$ cat src/pkg/master_regs_pkg.sv
// constants for the master register bank
package master_regs_pkg;
  localparam int        ADDR_W = 8;
  localparam int        DATA_W = 8;
  localparam logic [7:0] OFF_RESET_ID  = 8'h00;
  localparam logic [7:0] OFF_CONFIG    = 8'h01;
  localparam logic [7:0] OFF_INT_STAT  = 8'h02;
  localparam logic [7:0] OFF_CLK_MON   = 8'h04;
  localparam logic [7:0] OFF_MCTRL     = 8'h05;
  localparam logic [7:0] OFF_SYNTH     = 8'h06;
  localparam logic [7:0] OFF_RECOV     = 8'h07;
  localparam int TEST_SEL_BIT = 7;
  // reset/identity fields
  localparam int SW_RESET_BIT = 7;
  localparam int TYPE_LSB     = 4;
  localparam int REV_LSB      = 0;
  // configuration fields
  localparam int RXINV_BIT  = 1;
  localparam int RX_AVAIL_INV_BIT = 2;
  localparam int TX_AVAIL_INV_BIT = 3;
  localparam int APRDI_BIT  = 4;
  localparam int ALRDI_BIT  = 5;
  localparam int AFEBE_BIT  = 6;
  localparam logic [7:0] CONFIG_RESET = 8'h70;
  localparam logic [7:0] CONFIG_MASK  = 8'h7E;
  // interrupt status fields
  localparam int TXLOCK_IRQ_BIT = 7;
  localparam int LCD_IRQ_BIT    = 6;
  localparam int RXLOCK_IRQ_BIT = 5;
  // master control / synth / recovery fields
  localparam int LCD_EN_BIT   = 7;
  localparam int LCD_V_BIT    = 6;
  localparam int FIXED_PTR_BIT = 5;
  localparam logic [7:0] MCTRL_RESET = 8'h20;
  localparam logic [7:0] MCTRL_MASK  = 8'hA7;
  localparam int TXLOCK_V_BIT  = 3;
  localparam int RXLOCK_V_BIT  = 3;
  localparam int RXREF_V_BIT   = 4;
  localparam int LOCK_EN_BIT   = 1;
  localparam logic [7:0] SYNTH_MASK = 8'h03;
  localparam int SYNC_STAGES = 2;
  localparam int N_CLKMON    = 4;
  localparam int N_BLOCKS    = 5;
endpackage : master_regs_pkg

$ cat src/hw/edge_sync.sv
// two-flop synchroniser bank with rising-edge detect
`timescale 1ns/1ns
`default_nettype none
module edge_sync #(
  parameter int WIDTH = 4
) (
  input  wire logic             ref_clk,
  input  wire logic             nrst,
  input  wire logic [WIDTH-1:0] async_in,
  output logic      [WIDTH-1:0] level_out,
  output logic      [WIDTH-1:0] rise_out
);
  typedef struct packed {
    logic [WIDTH-1:0] s1;
    logic [WIDTH-1:0] s2;
    logic [WIDTH-1:0] s3;
  } sync_state_t;

  sync_state_t st_r;
  sync_state_t st_nxt;

  if (WIDTH < 1) begin : g_width_check
    $error("edge_sync: WIDTH must be at least 1");
  end

  always_comb begin
    st_nxt    = st_r;
    st_nxt.s1 = async_in;
    st_nxt.s2 = st_r.s1;
    st_nxt.s3 = st_r.s2;
  end

  always_ff @(posedge ref_clk or negedge nrst) begin
    if (!nrst) begin
      st_r <= '0;
    end else begin
      st_r <= st_nxt;
    end
  end

  assign level_out = st_r.s2;
  assign rise_out  = st_r.s2 & ~st_r.s3;
endmodule // edge_sync
`default_nettype wire

$ cat src/hw/master_regs.sv
// master register bank: reset, identity, configuration, status, clocks
`timescale 1ns/1ns
`default_nettype none
module master_regs
  import master_regs_pkg::*;
#(
  parameter logic [3:0] REVISION    = 4'h5, // arbitrary value
  parameter logic [2:0] FAMILY_CODE = 3'h2  // arbitrary value
) (
  input  wire logic                          ref_clk,
  input  wire logic                          nrst,
  // microprocessor register port
  input  wire logic [master_regs_pkg::ADDR_W-1:0] addr,
  input  wire logic [master_regs_pkg::DATA_W-1:0] wr_data,
  input  wire logic                          cs_n,
  input  wire logic                          wr_n,
  input  wire logic                          rd_n,
  output logic      [master_regs_pkg::DATA_W-1:0] rd_data,
  output logic                               test_sel,
  // processing block interrupts and alarms
  input  wire logic [master_regs_pkg::N_BLOCKS-1:0] block_irq,
  input  wire logic                          tx_ref_out_of_lock,
  input  wire logic                          rx_data_out_of_lock,
  input  wire logic                          rx_ref_out_of_lock,
  input  wire logic                          cell_delin_loss,
  input  wire logic                          los_alarm,
  input  wire logic                          lof_alarm,
  input  wire logic                          line_ais_alarm,
  input  wire logic                          lop_alarm,
  input  wire logic                          path_ais_alarm,
  input  wire logic                          line_bip_err,
  input  wire logic                          path_bip_err,
  // monitored clocks, asynchronous to ref_clk
  input  wire logic                          rx_ref_clk_in,
  input  wire logic                          tx_ref_clk_in,
  input  wire logic                          rx_clk_out_in,
  input  wire logic                          tx_clk_out_in,
  // datapath polarity
  input  wire logic                          rx_line_raw,
  output logic                               rx_line_data,
  input  wire logic                          rx_cell_avail_raw,
  output logic                               rx_cell_available,
  input  wire logic                          tx_cell_avail_raw,
  output logic                               tx_cell_available,
  // control outputs
  output logic                               counter_snapshot,
  output logic                               device_reset,
  output logic                               standby,
  output logic                               path_rdi_insert,
  output logic                               line_rdi_insert,
  output logic                               line_far_end_err,
  output logic                               path_far_end_err,
  output logic                               interrupt_out_n
);

  // =====================================================================
  // state
  // =====================================================================
  typedef struct packed {
    logic                sw_reset;
    logic [DATA_W-1:0]   config_bits;
    logic [DATA_W-1:0]   mctrl;
    logic [DATA_W-1:0]   synth;
    logic [DATA_W-1:0]   recov;
    logic                tx_lock_irq;
    logic                lcd_irq;
    logic                rx_lock_irq;
    logic [N_CLKMON-1:0] clk_active;
    logic                tx_lock_d;
    logic                rx_lock_d;
    logic                lcd_d;
    logic                rd_d;
    logic                wr_d;
    logic [DATA_W-1:0]   rd_data;
    logic                snapshot;
    logic                rx_line;
    logic                rx_avail;
    logic                tx_avail;
    logic                prdi;
    logic                lrdi;
    logic                lfebe;
    logic                pfebe;
  } regs_state_t;

  regs_state_t st_r;
  regs_state_t st_nxt;

  logic [N_CLKMON-1:0] clk_rise;
  logic [2:0]          lock_sync;

  if (DATA_W != 8) begin : g_width_check
    $error("master_regs: data width must be 8");
  end

  // =====================================================================
  // synchronisers for clocks and asynchronous status levels
  // =====================================================================
  edge_sync #(.WIDTH(N_CLKMON)) u_clk_sync (
    .ref_clk   (ref_clk),
    .nrst      (nrst),
    .async_in  ({rx_ref_clk_in, tx_ref_clk_in,
                 rx_clk_out_in, tx_clk_out_in}),
    .level_out (),
    .rise_out  (clk_rise)
  );

  edge_sync #(.WIDTH(3)) u_lock_sync (
    .ref_clk   (ref_clk),
    .nrst      (nrst),
    .async_in  ({rx_ref_out_of_lock, rx_data_out_of_lock,
                 tx_ref_out_of_lock}),
    .level_out (lock_sync),
    .rise_out  ()
  );

  // =====================================================================
  // decode
  // =====================================================================
  function automatic logic hit(input logic [ADDR_W-1:0] a,
                               input logic [ADDR_W-1:0] off);
    hit = (a == off);
  endfunction

  logic normal_sel;
  logic rd_act;
  logic wr_act;
  logic rd_start;
  logic wr_start;
  logic [7:0] int_stat;
  logic [7:0] clk_mon;

  assign normal_sel = ~addr[TEST_SEL_BIT];
  assign test_sel   = addr[TEST_SEL_BIT];
  assign rd_act     = ~cs_n & ~rd_n & normal_sel;
  assign wr_act     = ~cs_n & ~wr_n & normal_sel;
  assign rd_start   = rd_act & ~st_r.rd_d;
  assign wr_start   = wr_act & ~st_r.wr_d;

  always_comb begin
    int_stat = '0;
    int_stat[N_BLOCKS-1:0]  = block_irq;
    int_stat[TXLOCK_IRQ_BIT] = st_r.tx_lock_irq;
    int_stat[LCD_IRQ_BIT]    = st_r.lcd_irq;
    int_stat[RXLOCK_IRQ_BIT] = st_r.rx_lock_irq;
    clk_mon = '0;
    clk_mon[N_CLKMON-1:0] = st_r.clk_active;
  end

  // =====================================================================
  // next state
  // =====================================================================
  always_comb begin
    logic tx_chg;
    logic rx_chg;
    logic lcd_chg;
    tx_chg  = lock_sync[0] ^ st_r.tx_lock_d;
    rx_chg  = lock_sync[1] ^ st_r.rx_lock_d;
    lcd_chg = cell_delin_loss ^ st_r.lcd_d;
    st_nxt = st_r;
    st_nxt.rd_d      = rd_act;
    st_nxt.wr_d      = wr_act;
    st_nxt.tx_lock_d = lock_sync[0];
    st_nxt.rx_lock_d = lock_sync[1];
    st_nxt.lcd_d     = cell_delin_loss;
    st_nxt.snapshot  = 1'b0;

    // register writes; read-only and unused bits are masked off
    if (wr_start) begin
      if (hit(addr, OFF_RESET_ID)) begin
        st_nxt.sw_reset = wr_data[SW_RESET_BIT];
        st_nxt.snapshot = 1'b1;
      end
      if (hit(addr, OFF_CONFIG)) begin
        st_nxt.config_bits = wr_data & CONFIG_MASK;
      end
      if (hit(addr, OFF_MCTRL)) begin
        st_nxt.mctrl = wr_data & MCTRL_MASK;
      end
      if (hit(addr, OFF_SYNTH)) begin
        st_nxt.synth = wr_data & SYNTH_MASK;
      end
      if (hit(addr, OFF_RECOV)) begin
        st_nxt.recov = wr_data & SYNTH_MASK;
      end
    end

    // read data captured at read start
    if (rd_start) begin
      case (addr)
        OFF_RESET_ID: st_nxt.rd_data = {st_r.sw_reset, FAMILY_CODE,
                                        REVISION};
        OFF_CONFIG:   st_nxt.rd_data = st_r.config_bits;
        OFF_INT_STAT: st_nxt.rd_data = int_stat;
        OFF_CLK_MON:  st_nxt.rd_data = clk_mon;
        OFF_MCTRL: begin
          st_nxt.rd_data = st_r.mctrl;
          st_nxt.rd_data[LCD_V_BIT] = cell_delin_loss;
        end
        OFF_SYNTH: begin
          st_nxt.rd_data = st_r.synth;
          st_nxt.rd_data[TXLOCK_V_BIT] = lock_sync[0];
        end
        OFF_RECOV: begin
          st_nxt.rd_data = st_r.recov;
          st_nxt.rd_data[RXLOCK_V_BIT] = lock_sync[1];
          st_nxt.rd_data[RXREF_V_BIT]  = lock_sync[2];
        end
        default:      st_nxt.rd_data = '0;
      endcase
    end

    // clear on read, then set; a new event wins over the clear
    if (rd_start && hit(addr, OFF_INT_STAT)) begin
      st_nxt.tx_lock_irq = 1'b0;
      st_nxt.lcd_irq     = 1'b0;
      st_nxt.rx_lock_irq = 1'b0;
    end
    if (rd_start && hit(addr, OFF_CLK_MON)) begin
      st_nxt.clk_active = '0;
    end
    if (tx_chg && st_r.synth[LOCK_EN_BIT]) begin
      st_nxt.tx_lock_irq = 1'b1;
    end
    if (lcd_chg && st_r.mctrl[LCD_EN_BIT]) begin
      st_nxt.lcd_irq = 1'b1;
    end
    if (rx_chg && st_r.recov[LOCK_EN_BIT]) begin
      st_nxt.rx_lock_irq = 1'b1;
    end
    st_nxt.clk_active = st_nxt.clk_active | clk_rise;

    // datapath polarity and auto insertion
    st_nxt.rx_line  = rx_line_raw ^ st_r.config_bits[RXINV_BIT];
    st_nxt.rx_avail = rx_cell_avail_raw
                      ^ st_r.config_bits[RX_AVAIL_INV_BIT];
    st_nxt.tx_avail = tx_cell_avail_raw
                      ^ st_r.config_bits[TX_AVAIL_INV_BIT];
    st_nxt.lrdi = st_r.config_bits[ALRDI_BIT]
                  & (los_alarm | lof_alarm | line_ais_alarm);
    st_nxt.prdi = st_r.config_bits[APRDI_BIT]
                  & (los_alarm | lof_alarm | line_ais_alarm | lop_alarm
                     | path_ais_alarm | cell_delin_loss);
    st_nxt.lfebe = st_r.config_bits[AFEBE_BIT] & line_bip_err;
    st_nxt.pfebe = st_r.config_bits[AFEBE_BIT] & path_bip_err;
  end

  // =====================================================================
  // registers
  // =====================================================================
  always_ff @(posedge ref_clk or negedge nrst) begin
    if (!nrst) begin
      st_r             <= '0;
      st_r.config_bits <= CONFIG_RESET;
      st_r.mctrl       <= MCTRL_RESET;
    end else if (st_r.sw_reset && !(wr_start && hit(addr, OFF_RESET_ID))) begin
      // software reset holds all but its own bit, rd_d, wr_d and rd_data at reset values
      st_r             <= '0;
      st_r.sw_reset    <= 1'b1;
      st_r.config_bits <= CONFIG_RESET;
      st_r.mctrl       <= MCTRL_RESET;
      st_r.rd_d        <= rd_act;
      st_r.wr_d        <= wr_act;
      st_r.rd_data     <= st_nxt.rd_data;
    end else begin
      st_r <= st_nxt;
    end
  end

  // =====================================================================
  // outputs
  // =====================================================================
  assign rd_data           = st_r.rd_data;
  assign counter_snapshot  = st_r.snapshot;
  assign device_reset      = st_r.sw_reset;
  assign standby           = st_r.sw_reset;
  assign rx_line_data      = st_r.rx_line;
  assign rx_cell_available = st_r.rx_avail;
  assign tx_cell_available = st_r.tx_avail;
  assign path_rdi_insert   = st_r.prdi;
  assign line_rdi_insert   = st_r.lrdi;
  assign line_far_end_err  = st_r.lfebe;
  assign path_far_end_err  = st_r.pfebe;
  assign interrupt_out_n   = ~(|int_stat);
endmodule // master_regs
`default_nettype wire

$ cat config.mk
export PLATFORM = sky130hd
export DESIGN_NAME = master_regs
export DESIGN_NICKNAME = d
export VERILOG_FILES = /design/src/pkg/master_regs_pkg.sv /design/src/hw/edge_sync.sv /design/src/hw/master_regs.sv
export SDC_FILE = /design/constraint.sdc
export NUM_CORES = 1
export LEC_CHECK = 0
export BUFFER_PORTS_ARGS = -buffer_cell sky130_fd_sc_hd__clkbuf_2
export CORE_MARGIN = 5
export CORE_UTILIZATION = 40
export CTS_CLUSTER_DIAMETER = 200
export DETAILED_ROUTE_END_ITERATION = 6
export SLEW_MARGIN = 20
export SYNTH_ARGS = -nofsm -noshare
export SYNTH_HDL_FRONTEND = slang
export SYNTH_SLANG_ARGS = --single-unit
$ cat constraint.sdc
create_clock -name ref_clk -period 1.5 [get_ports ref_clk]
set_clock_uncertainty 0.1 [all_clocks]
set_input_delay 0.3 -clock ref_clk [delete_from_list [all_inputs] [get_ports ref_clk]]
set_output_delay 0.3 -clock ref_clk [all_outputs]
set_load 0.02 [all_outputs]
---- Yosys cells after proc, flatten, opt, wreduce, memory -nomap -nowiden ----
Index checks and enable logic that the tools add are counted.
cells by class
  muxes and demuxes ....................... 16
  bitwise gates (word level) .............. 31
  equal/unequal tests ..................... 6
  reductions and logical operators ........ 24
operator list
  kind                  number
  $mux W61              1
  $pmux W8 S7           1
  $mux W8               5
  $mux W33              1
  $eq A8 B3 Y1 const B  4
  $reduce_bool A2 Y1    6
  $and A1 B1 Y1         10
  $reduce_and A2 Y1     5
  $reduce_bool A3 Y1    3
  $eq A8 B1 Y1 const B  1
  $eq A8 B2 Y1 const B  1
  $logic_not A8 Y1      1
  $reduce_or A8 Y1      1
  $logic_and A1 B1 Y1   7
  $not A1 Y1            7
  $mux W1               6
  $xor A1 B1 Y1         6
  $or A1 B1 Y1          5
  $and A4 B4 Y4         1
  $mux W4               1
  $not A4 Y4            1
  $or A4 B4 Y4          1
  $mux W3               1
  $logic_not A1 Y1      1
word-level totals
  logic and storage cells ................. 105
  bits in registers ....................... 79

---- Depth between registers and ports, before layout ----
  depth after elaboration ................. 9
  gate-level depth with buffers ........... 6

---- Modules after synthesis ----
Synthesis repeated with hierarchy kept, for this count alone.
second synthesis, totals
  cells, all modules ...................... 247
  area, all modules ....................... 2880.3 um^2
by module, submodules not included
  module                    area each (um^2)  instances  cells each
  master_regs               2205.9            1          212
  edge_sync at u_clk_sync   385.4             1          20
  edge_sync at u_lock_sync  289.0             1          15

---- Least setup slack after synthesis ----
OpenSTA, ideal clock, no wires.
  path kind ............................... input -> register
  from .................................... in addr[6] (netlist bit)
  to ...................................... reg st_r[53] (netlist bit)
  stages on the path ...................... 5
  setup time .............................. 72 ps
  buffers on the path ..................... 1
  slack ................................... -192 ps
  arrival time ............................ 1520 ps
  cells stage by stage .................... nor4_4 nand2_2 o41a_4 buf_6 nor2_1
on the way
  word-level cells in the longest chain between the ends .. 6
RTL lines
  element                       RTL line            RTL
  from (decl)                   master_regs.sv:13   input wire logic [master_regs_pkg::ADDR_W-1:0] addr,
  $logic_not A8 Y1              master_regs.sv:121  hit = (a == off);
  $logic_and A1 B1 Y1           master_regs.sv:255  end else if (st_r.sw_reset && !(wr_start && hit(addr, OFF_RESET_ID))) begin
  $logic_not A1 Y1              master_regs.sv:255
  $logic_and A1 B1 Y1           master_regs.sv:255
  $reduce_bool A2 Y1 (no line)  n/a
  $reduce_and A2 Y1 (no line)   n/a
  to (signal assigned)          master_regs.sv:265  st_r <= st_nxt;
  to (decl)                     master_regs.sv:85   regs_state_t st_r;
Parallel ways exist; a longest one is shown, timed or not.
A chain may end at the register's enable or synchronous reset.

---- Final worst setup path ----
  from .................................... reg st_r (netlist bit int_stat[6])
  to ...................................... out interrupt_out_n
on the way
  word-level cells in the longest chain between the ends .. 2
RTL lines
  element           RTL line            RTL
  $reduce_or A8 Y1  master_regs.sv:283  assign interrupt_out_n = ~(|int_stat);
  $not A1 Y1        master_regs.sv:283
  to (decl)         master_regs.sv:53   output logic interrupt_out_n
Every way passes these cells.

==> metrics <==
IO buf count 63; GRT busiest layer met2; CP Data Arrival Time 1.49 ns; Routed WL per cell 16.7 µm; CP endpoint kind primary output; crit-path max FO 2; Clock transition at path regs 0.07 ns; drt initial violations 123; Static Leak 1.95 nW; Fin. Hold Viols 0; Unique masters post-synth 44; Synth top area share 54.2%; M2 GR Usage 30.1%; Total GRT Usage 17.9%; Worst setup SP type flop; Final Cell Area 4110 µm²; Detailed Place HPWL 4860 µm; Place WS -0.286 ns; initial antenna violation count 0; Max Cap Viol 0; Seq/Total Area, Yosys 58.2%; Period Utilization, post-route 126%; peak supply drop 0.000630 V; Worst Tran Pin Value 0.822 ns; hold path startpoint rd_n; first-pass GRT wire length 11,700 µm; area delta synth->final 53.4%; CTS tree yes; Synth Register Bits 62; Area after DPL 3340 µm²; Clock Latency Late Sink 0.34 ns; Die Height 91.8 µm; Boundary Pins 64; Synth Cell Area 2680 µm²; PwrDens 1050 nW/µm²; CTS HTree Levels 3; Synth area leaders dfrtp_1, mux2i_1, dfstp_2; DR DRC count 0; warning count from the yosys run 0; M3 GR Usage 4.17%; # fillers 479; Inst Count DP 391; die area 8430 µm²; syn avg cell area 11.8 µm²; CTS Buf Count 9; layout cell share with drive strength beyond 1 52.3%; Power, Total 4.30 mW; vias per cell 5.08; Slew Limit Fails 0; Sink Count 62; met1 usage 21.9%; gr ovfl total 0; final worst slack -0.394 ns; routed wire length 7100 µm; kind of critical path reg2out; Synth area leader dfrtp_1; DRT Pass-1 Iters 4; hold slack 0.0588 ns; type of the most critical hold path in2reg; final setup fails 34; status finished, violations left; Vias 2,160; Die X 91.8 µm; core box area 6420 µm²; syn_nets 271; Cell Count, Final, Fillers Out 425; post-route ant nets 0; final worst path period need 1.89 ns; # nets final 387; Fmax 528 MHz; largest net degree at the start of global routing 26; failing checks negative setup slack; RR Startpoint st_r[16]; vias in the first global route 2,328; CP Launch Point int_stat[6]; ANT cells 0; Slew HR 44.5%; initial core utilization 41.7%; Synth Instances 227; row count 29; Clock Tree Root clkbuf_8; CTS max path bufs 2; Worst EP required 1.10 ns; RD Place Congestion 0.867; RSZ-0062 raised after global routing true
-- per-stage QoR --
step | utilization [%] | TNS [ns]
2_1_floorplan | - | -5.10
3_3_place_gp | 52.0 | -8.55
3_5_place_dp | 52.0 | -8.65
4_1_cts | 62.2 | -5.72
5_1_grt | 63.9 | -8.00
6_report | 63.9 | -5.10
-- final timing paths --
check                      slack, ns                        to  depth (start not counted)
max                            -0.39           interrupt_out_n                          3
min                             0.06                  st_r[17]                          2
max reg2reg                    -0.22         tx_cell_available                          7
min reg2reg                     0.25  u_lock_sync.level_out[2]                          0
max in group asynchronous       0.45                  st_r[49]                          3
min in group asynchronous       0.33      u_clk_sync.st_nxt[6]                          2
-- timing repair --
action | CTS | global route
gates resized for setup | 54 | 33
setup endpoints to repair | 32 | 40
endpoints found under the hold margin | 17 | 0
buffers inserted | 7 | 4
pin swaps | 19 | 6
hold buffers | 8 | 0
cloned | 3 | 0
-- metal layers --
metal / up-vias / part of all wire (%)
li1: 1025 / -
met3: 19 / 5.3
met5: - / 0
met4: 0 / 3.3
met1: 1061 / 40
met2: 55 / 51
-- area by class of cell --
class	count	area, µm²	area share, %
sequential	62	1560	37.9
multi-input combinational	143	1260	30.6
timing repair buffer	124	962	23.4
clock buffer	10	138	3.35
tap	77	96.3	2.35
clock inverter	6	85.1	2.07
inverter	3	11.3	0.274
-- kinds of logic after synthesis --
kind of cell              count (synthesis)  share of synthesized area [%]
muxes                                    23                           9.21
and+or+nand+nor                          82                           16.2
buffers and inverters                    22                           5.24
AOI/OAI and AO/OA                        32                           9.21
DFF                                      62                           58.2
xor gates and xnor gates                  6                           1.96
-- worst max-delay path, stage by stage (launching register included) --
cell and delay [ns]:
dfrtp_1 0.38, or4_4 0.54, nor2_4 0.11, buf_8 0.12
-- layout by cell type, fill, tap and decap left out, types with 6 or more instances in the layout --
cell type / instances
dfrtp_1: 58
buf_6: 13
nand2_1: 15
buf_4: 32
o21ai_0: 6
nor2_4: 21
clkbuf_2: 62
mux2i_1: 12
clkbuf_8: 10
nor2b_1: 9
dlygate4sd3_1: 8
-- sequential cells by signal, summed over array words and instances, names as in the netlist, 3 cells and up --
name and flops:
st_r 20, rd_data 8, clk_mon 4, u_clk_sync.level_out 4, u_clk_sync.st_nxt 4, u_clk_sync.st_r 4, int_stat 3, u_lock_sync.level_out 3
u_lock_sync.st_nxt 3
-- cell usage after synthesis --
| master | instances |
|---|---|
| nand4_1 | 5 |
| mux2_2 | 3 |
| nor4_4 | 1 |
| nor3_1 | 4 |
| nand2_1 | 15 |
| buf_1 | 1 |
| o41a_4 | 1 |
| or4_1 | 2 |
| nand2_2 | 1 |
| and2_1 | 4 |
| o22ai_1 | 1 |
| a21oi_1 | 5 |
| dfrtp_1 | 58 |
| dfstp_2 | 4 |
| a31oi_1 | 3 |
| o41ai_4 | 1 |
| clkbuf_1 | 2 |
| nor4_1 | 2 |
| a21o_1 | 2 |
| nand2b_1 | 2 |
| xor2_1 | 3 |
| a221oi_1 | 1 |
| nor2_1 | 24 |
| nor2b_1 | 9 |
| nand3_1 | 3 |
| or3_1 | 1 |
| xnor2_1 | 3 |
| a2bb2oi_1 | 1 |
| a31o_2 | 1 |
| o2bb2ai_1 | 1 |
| buf_6 | 2 |
| nor3b_1 | 3 |
| a32oi_1 | 1 |
| buf_4 | 10 |
| nor4_2 | 1 |
| mux4_2 | 1 |
| o21ai_0 | 7 |
| buf_2 | 4 |
| mux2i_1 | 19 |
| o211ai_1 | 1 |
| a22oi_1 | 5 |
| and3_1 | 5 |
| o41ai_1 | 1 |
| inv_1 | 3 |
-- where the power goes --
group,switching (mW),internal [mW]
Combinational,0.370,0.371
Clock,0.648,0.974
Sequential,0.0852,1.85
Note: power is estimated with default switching activity, not from simulation.
